[src/logic/bbpc_pkg.sv]
// bbpc_pkg: register map, field positions, reset values and serial-port constants
// for the buck-boost pin-control configuration block.
// Assumes an 8-bit register address space behind a two-wire serial slave.
package bbpc_pkg;
    // register offsets
    localparam logic [7:0] BBPC_OFS_MODE_CFG = 8'h44;
    localparam logic [7:0] BBPC_OFS_PIN_ENABLE_SEL = 8'h45;
    localparam logic [7:0] BBPC_OFS_VOLTAGE_PIN_PAIR = 8'h46;

    // reset values
    localparam logic [7:0] BBPC_RST_MODE_CFG = 8'h00;
    localparam logic [7:0] BBPC_RST_PIN_ENABLE_SEL = 8'h00;
    localparam logic [7:0] BBPC_RST_VOLTAGE_PIN_PAIR = 8'h00;

    // writable bit masks, reserved bits read as zero
    localparam logic [7:0] BBPC_MASK_MODE_CFG = 8'h7f;
    localparam logic [7:0] BBPC_MASK_PIN_ENABLE_SEL = 8'hff;
    localparam logic [7:0] BBPC_MASK_VOLTAGE_PIN_PAIR = 8'h1f;
    localparam logic [7:0] BBPC_UNMAPPED_READ = 8'h00;

    // mode configuration field positions
    localparam int BBPC_BIT_ADAPTIVE_CURRENT_DISABLE = 6;
    localparam int BBPC_BIT_PRETRIGGER_FAST_MODE = 5;
    localparam int BBPC_BIT_ZERO_CROSS_COMPARATOR_DISABLE = 4;
    localparam int BBPC_BIT_SWITCH_SIZE_HALVE = 3;
    localparam int BBPC_BIT_PIN_DRIVEN_FAST_SELECT = 2;
    localparam int BBPC_LSB_HIGH_FREQ_THRESHOLD = 0;
    localparam int BBPC_W_HIGH_FREQ_THRESHOLD = 2;

    // pin control gating codes and widths
    localparam int BBPC_NUM_PINS = 8;
    localparam int BBPC_W_DVS_CODE = 5;
    localparam int BBPC_FAST_PIN = 1;
    localparam logic [2:0] BBPC_SEQ_PIN_CONTROLLED = 3'h7;
    localparam logic [1:0] BBPC_EN_PIN_CONTROLLED = 2'h2;
    localparam logic [4:0] BBPC_DVS_DISABLED = 5'h00;

    // serial slave: 7-bit device address default (arbitrary value)
    localparam logic [6:0] BBPC_DEV_ADDR_DEFAULT = 7'h3c;
    localparam logic [3:0] BBPC_BITS_PER_BYTE = 4'h8;
endpackage

[src/logic/bbpc_cfg_if.sv]
// bbpc_cfg_if: carries register contents and pin levels to the pin decoder and
// its decoded results back to the register bank.
// Assumes both ends run on sys_clk.
`timescale 1ns/10ps
interface bbpc_cfg_if;
    logic [7:0] mode_cfg;
    logic [7:0] pin_enable_sel;
    logic [4:0] dvs_code;
    logic [7:0] pins;
    logic [2:0] regulator_sequence_field;
    logic [1:0] regulator_enable_field;
    logic fast_mode;
    logic pin_control_active;
    logic pin_enable_request;
    logic dvs_active;
    logic [1:0] dvs_index;

    modport regs (
        output mode_cfg, pin_enable_sel, dvs_code, pins,
        output regulator_sequence_field, regulator_enable_field,
        input fast_mode, pin_control_active, pin_enable_request, dvs_active, dvs_index
    );
    modport dec (
        input mode_cfg, pin_enable_sel, dvs_code, pins,
        input regulator_sequence_field, regulator_enable_field,
        output fast_mode, pin_control_active, pin_enable_request, dvs_active, dvs_index
    );
endinterface

[src/logic/bbpc_pin_decode.sv]
// bbpc_pin_decode: combinational decode of fast-mode source, pin enable and the
// voltage-scaling pin pair from register contents and synchronised pin levels.
// Assumes pins are already synchronised; results are registered by the caller.
`timescale 1ns/10ps
module bbpc_pin_decode (
    // register side
    bbpc_cfg_if.dec cfg
);
    import bbpc_pkg::*;

    logic [4:0] pair_code;
    logic pair_hit;
    logic [1:0] pair_index;

    // fast mode source: register bit or multipurpose pin 1
    always_comb begin
        if (cfg.mode_cfg[BBPC_BIT_PIN_DRIVEN_FAST_SELECT]) begin
            cfg.fast_mode = cfg.pins[BBPC_FAST_PIN];
        end else begin
            cfg.fast_mode = cfg.mode_cfg[BBPC_BIT_PRETRIGGER_FAST_MODE];
        end
    end

    // pin selections count only in the pin-controlled sequence and enable codes
    always_comb begin
        cfg.pin_control_active = (cfg.regulator_sequence_field == BBPC_SEQ_PIN_CONTROLLED) &&
            (cfg.regulator_enable_field == BBPC_EN_PIN_CONTROLLED);
        cfg.pin_enable_request = cfg.pin_control_active &&
            (|(cfg.pins & cfg.pin_enable_sel));
    end

    // walk pairs lo<hi in ascending order; code n picks the n-th pair
    always_comb begin
        pair_code = 5'h00;
        pair_hit = 1'b0;
        pair_index = 2'h0;
        for (int lo = 0; lo < BBPC_NUM_PINS - 1; lo++) begin
            for (int hi = lo + 1; hi < BBPC_NUM_PINS; hi++) begin
                pair_code = pair_code + 5'h01;
                if (pair_code == cfg.dvs_code) begin
                    pair_hit = 1'b1;
                    pair_index = {cfg.pins[lo], cfg.pins[hi]};
                end
            end
        end
        // zero and codes past the last pair never hit, so scaling stays off
        cfg.dvs_active = pair_hit && (cfg.dvs_code != BBPC_DVS_DISABLED);
        cfg.dvs_index = pair_hit ? pair_index : 2'h0;
    end
endmodule

[src/logic/bbpc_top.sv]
// bbpc_top: buck-boost pin-control register bank behind a two-wire serial slave,
// with synchronised multipurpose pins and registered control outputs.
// Assumes open-drain bus pins resolved outside and pins asynchronous to sys_clk.
//
// Overview of operation
// - bit 6 set disables adaptive current
// - bit 5 selects pretrigger fast mode
// - bit 4 set disables zero-cross comparator
// - bit 3 set forces switch size halving
// - bit 2 makes pin 1 drive fast mode
// - bits 1:0 pick high-frequency threshold
// - selected pin n becomes an enable source
// - selections count only with sequence 111, enable 10
// - regulator enable is OR of selected pins
// - pair code zero disables voltage scaling
// - codes 1 to 28 select ascending ordered pin pair
// - selected pin levels index four alternate voltages
`timescale 1ns/10ps
module bbpc_top #(
    parameter logic [6:0] DEV_ADDR = bbpc_pkg::BBPC_DEV_ADDR_DEFAULT
) (
    // clock and reset
    input wire logic sys_clk,
    input wire logic rst,
    // serial register port, open drain
    input wire logic scl_in,
    input wire logic sda_in,
    output logic sda_out,
    output logic sda_oe,
    // multipurpose pins and regulator sequencing
    input wire logic [7:0] multipurpose_pin,
    input wire logic [2:0] regulator_sequence_field,
    input wire logic [1:0] regulator_enable_field,
    // converter controls
    output logic adaptive_current_disable,
    output logic fast_mode_enable,
    output logic zero_cross_comparator_disable,
    output logic switch_size_halve,
    output logic [1:0] high_freq_threshold_select,
    output logic pin_control_active,
    output logic regulator_pin_enable,
    output logic dynamic_voltage_scaling_active,
    output logic [1:0] alternate_voltage_index
);
    import bbpc_pkg::*;

    typedef enum logic [7:0] {
        BBPC_ST_IDLE = 8'h01,
        BBPC_ST_ADDR = 8'h02,
        BBPC_ST_ACK_OUT = 8'h04,
        BBPC_ST_REG = 8'h08,
        BBPC_ST_WDATA = 8'h10,
        BBPC_ST_RDATA = 8'h20,
        BBPC_ST_ACK_IN = 8'h40,
        BBPC_ST_RLOAD = 8'h80
    } bbpc_state_t;

    bbpc_state_t state_q;
    bbpc_state_t after_ack_q;
    logic [1:0] scl_sync_q;
    logic [1:0] sda_sync_q;
    logic scl_prev_q;
    logic sda_prev_q;
    logic [7:0] pin_sync1_q;
    logic [7:0] pin_sync2_q;
    logic [7:0] shift_q;
    logic [3:0] bit_cnt_q;
    logic [7:0] ptr_q;
    logic rw_q;
    logic sda_oe_q;
    logic [7:0] mode_cfg_q;
    logic [7:0] pin_enable_sel_q;
    logic [7:0] voltage_pin_pair_q;
    logic wr_stb;
    logic scl_rise;
    logic scl_fall;
    logic bus_start;
    logic bus_stop;
    logic [7:0] rd_byte;
    logic fast_mode_q;
    logic pin_control_active_q;
    logic regulator_pin_enable_q;
    logic dvs_active_q;
    logic [1:0] dvs_index_q;

    bbpc_cfg_if cfg_bus ();

    // two-stage synchronisers; the edge detectors look only at stage two
    // reset to the idle-high level so release never looks like a start or a fall
    always_ff @(posedge sys_clk or posedge rst) begin
        if (rst) begin
            scl_sync_q <= 2'h3;
            sda_sync_q <= 2'h3;
            scl_prev_q <= 1'b1;
            sda_prev_q <= 1'b1;
        end else begin
            scl_sync_q <= {scl_sync_q[0], scl_in};
            sda_sync_q <= {sda_sync_q[0], sda_in};
            scl_prev_q <= scl_sync_q[1];
            sda_prev_q <= sda_sync_q[1];
        end
    end

    // multipurpose pins come from outside the clock domain
    // cleared on reset; a pin already high shows up two edges after release
    always_ff @(posedge sys_clk or posedge rst) begin
        if (rst) begin
            pin_sync1_q <= 8'h00;
            pin_sync2_q <= 8'h00;
        end else begin
            pin_sync1_q <= multipurpose_pin;
            pin_sync2_q <= pin_sync1_q;
        end
    end

    // bus events, start and stop seen while the clock line is high
    assign scl_rise = scl_sync_q[1] & ~scl_prev_q;
    assign scl_fall = ~scl_sync_q[1] & scl_prev_q;
    assign bus_start = scl_sync_q[1] & scl_prev_q & sda_prev_q & ~sda_sync_q[1];
    assign bus_stop = scl_sync_q[1] & scl_prev_q & ~sda_prev_q & sda_sync_q[1];
    assign wr_stb = (state_q == BBPC_ST_WDATA) && scl_fall && (bit_cnt_q == BBPC_BITS_PER_BYTE);

    // read mux; unmapped offsets read zero, reserved bits already held at zero
    always_comb begin
        unique case (ptr_q)
            BBPC_OFS_MODE_CFG: rd_byte = mode_cfg_q;
            BBPC_OFS_PIN_ENABLE_SEL: rd_byte = pin_enable_sel_q;
            BBPC_OFS_VOLTAGE_PIN_PAIR: rd_byte = voltage_pin_pair_q;
            default: rd_byte = BBPC_UNMAPPED_READ;
        endcase
    end

    // serial slave: sample on rising clock, drive data and ack after falling clock
    // start and stop win over any state, so a cut frame always resyncs
    // a non-matching address parks in idle until the next start
    always_ff @(posedge sys_clk or posedge rst) begin
        if (rst) begin
            state_q <= BBPC_ST_IDLE;
            after_ack_q <= BBPC_ST_REG;
            shift_q <= 8'h00;
            bit_cnt_q <= 4'h0;
            rw_q <= 1'b0;
            sda_oe_q <= 1'b0;
        end else if (bus_start) begin
            state_q <= BBPC_ST_ADDR;
            bit_cnt_q <= 4'h0;
            sda_oe_q <= 1'b0;
        end else if (bus_stop) begin
            state_q <= BBPC_ST_IDLE;
            sda_oe_q <= 1'b0;
        end else begin
            unique case (state_q)
                BBPC_ST_IDLE: begin
                    sda_oe_q <= 1'b0;
                end
                BBPC_ST_ADDR, BBPC_ST_REG, BBPC_ST_WDATA: begin
                    if (scl_rise) begin
                        shift_q <= {shift_q[6:0], sda_sync_q[1]};
                        bit_cnt_q <= bit_cnt_q + 4'h1;
                    end else if (scl_fall && bit_cnt_q == BBPC_BITS_PER_BYTE) begin
                        bit_cnt_q <= 4'h0;
                        if (state_q != BBPC_ST_ADDR) begin
                            sda_oe_q <= 1'b1;
                            after_ack_q <= BBPC_ST_WDATA;
                            state_q <= BBPC_ST_ACK_OUT;
                        end else if (shift_q[7:1] == DEV_ADDR) begin
                            rw_q <= shift_q[0];
                            sda_oe_q <= 1'b1;
                            after_ack_q <= BBPC_ST_REG;
                            state_q <= BBPC_ST_ACK_OUT;
                        end else begin
                            state_q <= BBPC_ST_IDLE; // another device is addressed
                        end
                    end
                end
                BBPC_ST_ACK_OUT: begin
                    if (scl_fall) begin
                        if (rw_q) begin
                            shift_q <= rd_byte;
                            sda_oe_q <= ~rd_byte[7];
                            state_q <= BBPC_ST_RDATA;
                        end else begin
                            sda_oe_q <= 1'b0;
                            state_q <= after_ack_q;
                        end
                    end
                end
                BBPC_ST_RDATA: begin
                    if (scl_rise) begin
                        bit_cnt_q <= bit_cnt_q + 4'h1;
                    end else if (scl_fall && bit_cnt_q == BBPC_BITS_PER_BYTE) begin
                        sda_oe_q <= 1'b0; // release for the master's ack
                        bit_cnt_q <= 4'h0;
                        state_q <= BBPC_ST_ACK_IN;
                    end else if (scl_fall) begin
                        sda_oe_q <= ~shift_q[6];
                        shift_q <= {shift_q[6:0], 1'b0};
                    end
                end
                BBPC_ST_ACK_IN: begin
                    if (scl_rise) begin
                        state_q <= sda_sync_q[1] ? BBPC_ST_IDLE : BBPC_ST_RLOAD;
                    end
                end
                BBPC_ST_RLOAD: begin
                    if (scl_fall) begin
                        shift_q <= rd_byte;
                        sda_oe_q <= ~rd_byte[7];
                        state_q <= BBPC_ST_RDATA;
                    end
                end
                default: begin
                    state_q <= BBPC_ST_IDLE;
                    sda_oe_q <= 1'b0;
                end
            endcase
        end
    end

    // register pointer: set by the offset byte, steps after each written byte and each acknowledged read byte
    // eight-bit pointer wraps with no range check; unmapped offsets read zero
    always_ff @(posedge sys_clk or posedge rst) begin
        if (rst) begin
            ptr_q <= 8'h00;
        end else if (state_q == BBPC_ST_REG && scl_fall && bit_cnt_q == BBPC_BITS_PER_BYTE) begin
            ptr_q <= shift_q;
        end else if (wr_stb) begin
            ptr_q <= ptr_q + 8'h01;
        end else if (state_q == BBPC_ST_ACK_IN && scl_rise && !sda_sync_q[1]) begin
            ptr_q <= ptr_q + 8'h01;
        end
    end

    // register bank; writes to unmapped offsets are dropped
    // reserved bits are masked on the way in so readback needs no extra logic
    always_ff @(posedge sys_clk or posedge rst) begin
        if (rst) begin
            mode_cfg_q <= BBPC_RST_MODE_CFG;
            pin_enable_sel_q <= BBPC_RST_PIN_ENABLE_SEL;
            voltage_pin_pair_q <= BBPC_RST_VOLTAGE_PIN_PAIR;
        end else if (wr_stb) begin
            if (ptr_q == BBPC_OFS_MODE_CFG) begin
                mode_cfg_q <= shift_q & BBPC_MASK_MODE_CFG;
            end
            if (ptr_q == BBPC_OFS_PIN_ENABLE_SEL) begin
                pin_enable_sel_q <= shift_q & BBPC_MASK_PIN_ENABLE_SEL;
            end
            if (ptr_q == BBPC_OFS_VOLTAGE_PIN_PAIR) begin
                voltage_pin_pair_q <= shift_q & BBPC_MASK_VOLTAGE_PIN_PAIR;
            end
        end
    end

    // decoder inputs
    assign cfg_bus.mode_cfg = mode_cfg_q;
    assign cfg_bus.pin_enable_sel = pin_enable_sel_q;
    assign cfg_bus.dvs_code = voltage_pin_pair_q[BBPC_W_DVS_CODE-1:0];
    assign cfg_bus.pins = pin_sync2_q;
    assign cfg_bus.regulator_sequence_field = regulator_sequence_field;
    assign cfg_bus.regulator_enable_field = regulator_enable_field;

    bbpc_pin_decode u_decode (
        .cfg(cfg_bus)
    );

    // registered decode results keep the outputs glitch free for the analogue side
    // pins reach these outputs three edges after a change at the pin
    always_ff @(posedge sys_clk or posedge rst) begin
        if (rst) begin
            fast_mode_q <= 1'b0;
            pin_control_active_q <= 1'b0;
            regulator_pin_enable_q <= 1'b0;
            dvs_active_q <= 1'b0;
            dvs_index_q <= 2'h0;
        end else begin
            fast_mode_q <= cfg_bus.fast_mode;
            pin_control_active_q <= cfg_bus.pin_control_active;
            regulator_pin_enable_q <= cfg_bus.pin_enable_request;
            dvs_active_q <= cfg_bus.dvs_active;
            dvs_index_q <= cfg_bus.dvs_index;
        end
    end

    // direct mode bits come straight from the configuration flops
    // no decode on these, so they follow a write on the same edge
    assign adaptive_current_disable = mode_cfg_q[BBPC_BIT_ADAPTIVE_CURRENT_DISABLE];
    assign zero_cross_comparator_disable =
        mode_cfg_q[BBPC_BIT_ZERO_CROSS_COMPARATOR_DISABLE];
    assign switch_size_halve = mode_cfg_q[BBPC_BIT_SWITCH_SIZE_HALVE];
    assign high_freq_threshold_select =
        mode_cfg_q[BBPC_LSB_HIGH_FREQ_THRESHOLD +: BBPC_W_HIGH_FREQ_THRESHOLD];
    assign fast_mode_enable = fast_mode_q;
    assign pin_control_active = pin_control_active_q;
    assign regulator_pin_enable = regulator_pin_enable_q;
    assign dynamic_voltage_scaling_active = dvs_active_q;
    assign alternate_voltage_index = dvs_index_q;
    assign sda_oe = sda_oe_q;
    // open drain: only ever pulls low, so the data level is a constant
    assign sda_out = 1'b0;
endmodule

[config.mk]
export PLATFORM = sky130hd
export DESIGN_NAME = bbpc_top
export DESIGN_NICKNAME = d
export VERILOG_FILES = /design/src/logic/bbpc_pkg.sv /design/src/logic/bbpc_cfg_if.sv /design/src/logic/bbpc_pin_decode.sv /design/src/logic/bbpc_top.sv
export SDC_FILE = /design/constraint.sdc
export NUM_CORES = 1
export LEC_CHECK = 0
export BUFFER_PORTS_ARGS = -buffer_cell sky130_fd_sc_hd__buf_2
export CORE_ASPECT_RATIO = 0.8
export CORE_MARGIN = 2
export CORE_UTILIZATION = 43
export CTS_BUF_LIST = sky130_fd_sc_hd__clkbuf_16
export DETAILED_ROUTE_END_ITERATION = 7
export GPL_TIMING_DRIVEN = 0
export HOLD_SLACK_MARGIN = 0.12
export PLACE_DENSITY = 0.61
export SYNTH_ARGS = -nofsm -noshare
export SYNTH_HDL_FRONTEND = slang
export SYNTH_SLANG_ARGS = --single-unit
[constraint.sdc]
create_clock -name sys_clk -period 3.5 [get_ports sys_clk]
set_input_delay 1.05 -clock sys_clk [delete_from_list [all_inputs] [get_ports sys_clk]]
set_output_delay 1.05 -clock sys_clk [all_outputs]
set_load 0.02 [all_outputs]
==> results.md <==
| Quantity | This run | Unit |
| --- | --- | --- |
| Outcome | completed | - |
| Starting density of the core | 0.439 | - |
| Overall die area | 11,200 | sq um |
| Overall fraction of global-route tracks in use | 0.213 | - |
| Crit path arrival time | 2.63 | ns |
| Time the final worst path needs with I/O delays and setup | 2.40 | ns |
| Most common cell after layout, fill and taps aside | dfrtp_1 | - |
| Clock root buffer | clkbuf_16 | - |
| Peak supply drop | 0.415 | mV |
| Number of antenna violations at the first check in global routing | 0 | - |
| Unrepaired setup endpoints after global routing | false | - |
| H-tree depth | 3 | - |
| Kind of capture point of the worst setup path | flop | - |
| Startpoint type of the worst setup path | flop | - |
| Data required time at the worst endpoint | 3.73 | ns |
| Max capacitance violation total | 0 | - |
| Diodes inserted | 0 | - |
| Cell types occupying the most area after synthesis | dfrtp_1 (40%), mux2_2 (6.0%), dfstp_2 (4.7%) | - |
| Kind of critical path | reg -> reg | - |
| Final period util | 0.686 | - |
| Post-layout worst setup margin | 1.10 | ns |
| Cell area after placement | 4820 | sq um |
| Max-slew violations | 0 | - |
| Count of antenna-violating nets left after detailed routing | 0 | - |
| Remaining global-route overflow | 0 | - |
| Resized cells post-CTS | 0 | - |
| Warnings, synthesis | 0 | - |
| Average via count per standard cell | 5.84 | - |
| Core region area | 10,200 | sq um |
| Detailed Routing Iterations Pass 1 | 5 | - |
| Proportion of register bits with asynchronous set or reset after synthesis | 1.00 | - |
| Clk Latency, worst-skew pair | 0.34 | ns |
| Gp weighted congestion | 0.939 | - |
| Setup-violating endpoint count in the final report | 0 | - |
| Number of remaining DRC errors | 0 | - |
| Cell type with the highest aggregate area in the netlist | dfrtp_1 | - |
| Combined area of all synthesized cells | 4470 | sq um |
| Ratio of total power to cell area | 408 | nW/um^2 |
| Clock Path Buffers | 2 | - |
| Synth-to-layout area growth | 14.1 | % |
| Post-synthesis cell type count | 74 | - |
| Average footprint of a synthesized cell | 10.0 | sq um |
| Global-route wire length before repair | 18,600 | microns |
| Synthesized netlist net count | 470 | - |
| Die Ht | 95.2 | microns |
| Worst clock skew | 0.00819 | ns |
| Count of pins on the block boundary | 30 | - |
| Largest net degree at the start of global routing | 64 | - |
| Number of clock sinks | 80 | - |
| Gate count after technology mapping | 447 | - |
| EDFF count, synth | 0 | - |
| Leak pwr | 2.28 | nW |
| Total of buffers placed on input and output ports | 28 | - |
| Critical path peak fanout | 9 | - |
| Primary FF master, synth | dfrtp_1 | - |
| Post-layout utilization of the core | 0.500 | - |
| Max Clock Freq | 416 | MHz |
| Detailed-route via count | 3,691 | - |
| TritonCTS clock tree | built | - |
| Via count of the first global-routing pass | 3,586 | - |
| Transition time at the pin with the least slew margin | 0.676 | ns |
| Final Total Pwr | 0.00208 | W |
| Fraction of layout cells with a size suffix above 1 | 0.215 | - |
| Register area share after synthesis | 0.450 | - |
| Drt first-iter violations | 187 | - |
| Detailed placement HPWL | 8060 | microns |
| Post-route cell area | 5100 | sq um |
| Post-CTS Setup Bufs | 0 | - |
| Worst-path clk slew | 0.06 | ns |
| Mean routed wirelength per cell | 17.8 | microns |
| Std-Cell Rows | 33 | - |
| Worst hold slack across all endpoints | 0.347 | ns |
| CTS Buf Count | 9 | - |
| Number of nets in the final layout | 510 | - |
| Aggregate routed wire length | 11,200 | microns |
| Class of the tightest hold or removal check | reg -> reg | - |
| Number of hold buffers added after CTS | 0 | - |
| Proportion of netlist area held by the largest area contributor | 0.403 | - |
| Horiz. Die Dim | 118 | microns |
| Synth Register Bits | 80 | - |
| Pre-CTS worst setup slack | 1.14 | ns |
| Max-Slew Margin vs Limit | 0.545 | - |
| Hold Violations, Final | 0 | - |
| Commonest cells after routing, fill and taps aside | dfrtp_1 (72), nor2_1 (39), nand2_1 (37) | - |
## per-stage QoR
| step | TNS [ns] | cells |
|---|---|---|
| after global placement | -37.12 | 615 |
| final | 0 | 632 |
| after detailed placement | 0 | 616 |
| after floorplan | 0 | 447 |
| after global routing | 0 | 632 |
| after CTS | 0 | 632 |
## cells in the mapped netlist (all sizes together), types with 3 or more instances
master,n
nand4b,3
nor2,39
o211ai,5
o32ai,4
nand2,37
a222oi,5
a211o,3
and3,4
and4,4
nor4b,5
clkbuf,17
mux2i,4
ha,6
dfstp,8
nand2b,4
inv,15
or2,6
nand3b,7
a22oi,3
nor2b,7
and2,6
buf,8
o22ai,5
nor3b,6
mux2,36
nand4,6
dfrtp,72
a21oi,19
o31ai,4
nand3,16
a31oi,3
o21ai,26
nor3,13
nor4,5
a211oi,4
## worst paths after layout
| check | from | end | slack (ns) | cells past startpoint |
|---|---|---|---|---|
| worst max-delay path | state_q[1]$_DFFE_PP0P_ | ptr_q[7]$_DFFE_PP0P_ | 1.10 | 7 |
| worst min-delay path | pin_sync1_q[6]$_DFF_PP0_ | cfg_bus.pins[6]$_DFF_PP0_ | 0.35 | 0 |
| worst max register to register | state_q[1]$_DFFE_PP0P_ | ptr_q[7]$_DFFE_PP0P_ | 1.10 | 7 |
| worst min register to register | pin_sync1_q[6]$_DFF_PP0_ | cfg_bus.pins[6]$_DFF_PP0_ | 0.35 | 0 |
| max in group asynchronous | rst | after_ack_q[3]$_DFFE_PP1P_ | 2.25 | 3 |
| min in group asynchronous | rst | state_q[1]$_DFFE_PP0P_ | 0.65 | 2 |
## worst max-delay path, cell delays in order (launching register included)
cell     delay (ns)
dfrtp_1        0.35
buf_2          0.17
nor2_1         0.43
nand3_2        0.21
o21a_1         0.26
a21oi_1        0.50
o41ai_1        0.17
a31o_1         0.20
## cells by family after synthesis
logic type,after synthesis,synth area share
AOI/OAI and AO/OA,103,0.159
xor gates and xnor gates,3,0.00588
adders and majority gates,6,0.0168
buffers and inverters,40,0.0408
DFF,80,0.450
muxes,40,0.103
other,1,0.000838
and+or+nand+nor,174,0.224
## cell type report
type,count,area [sq um]
Inverter,15,58.8
Multi-Input combinational cell,327,2280
Sequential cell,80,2010
Fill cell,957,5100
Buffer,25,126
Timing Repair Buffer,29,168
Clock buffer,9,225
Clock inverter,7,58.8
Tap cell,140,175
## flip-flops by register name, summed over array words and instances (netlist names), 2 cells and up
signal	count
after_ack_q	2
alternate_voltage_index	2
bit_cnt_q	4
cfg_bus.mode_cfg	7
cfg_bus.pin_enable_sel	8
cfg_bus.pins	8
pin_sync1_q	8
ptr_q	8
scl_sync_q	2
sda_sync_q	2
shift_q	8
state_q	8
voltage_pin_pair_q	5
## metal layers
layer,share of wire,up-vias,GRT usage
met1,0.49,1799,0.299
met5,0,-,0
met3,0.055,18,0.0419
met2,0.44,136,0.332
met4,0.016,0,0.0713
li1,-,1738,-
## where the power goes
part           leakage [nW]  total (W)  switching [W]  internal (W)
Clock                 0.149   0.000894       0.000353      0.000541
Combinational          1.08   0.000198       0.000114     0.0000842
Sequential             1.05   0.000989      0.0000320      0.000957
Total                  2.28    0.00208       0.000499       0.00158
Note: power is estimated with default switching activity, not from simulation.
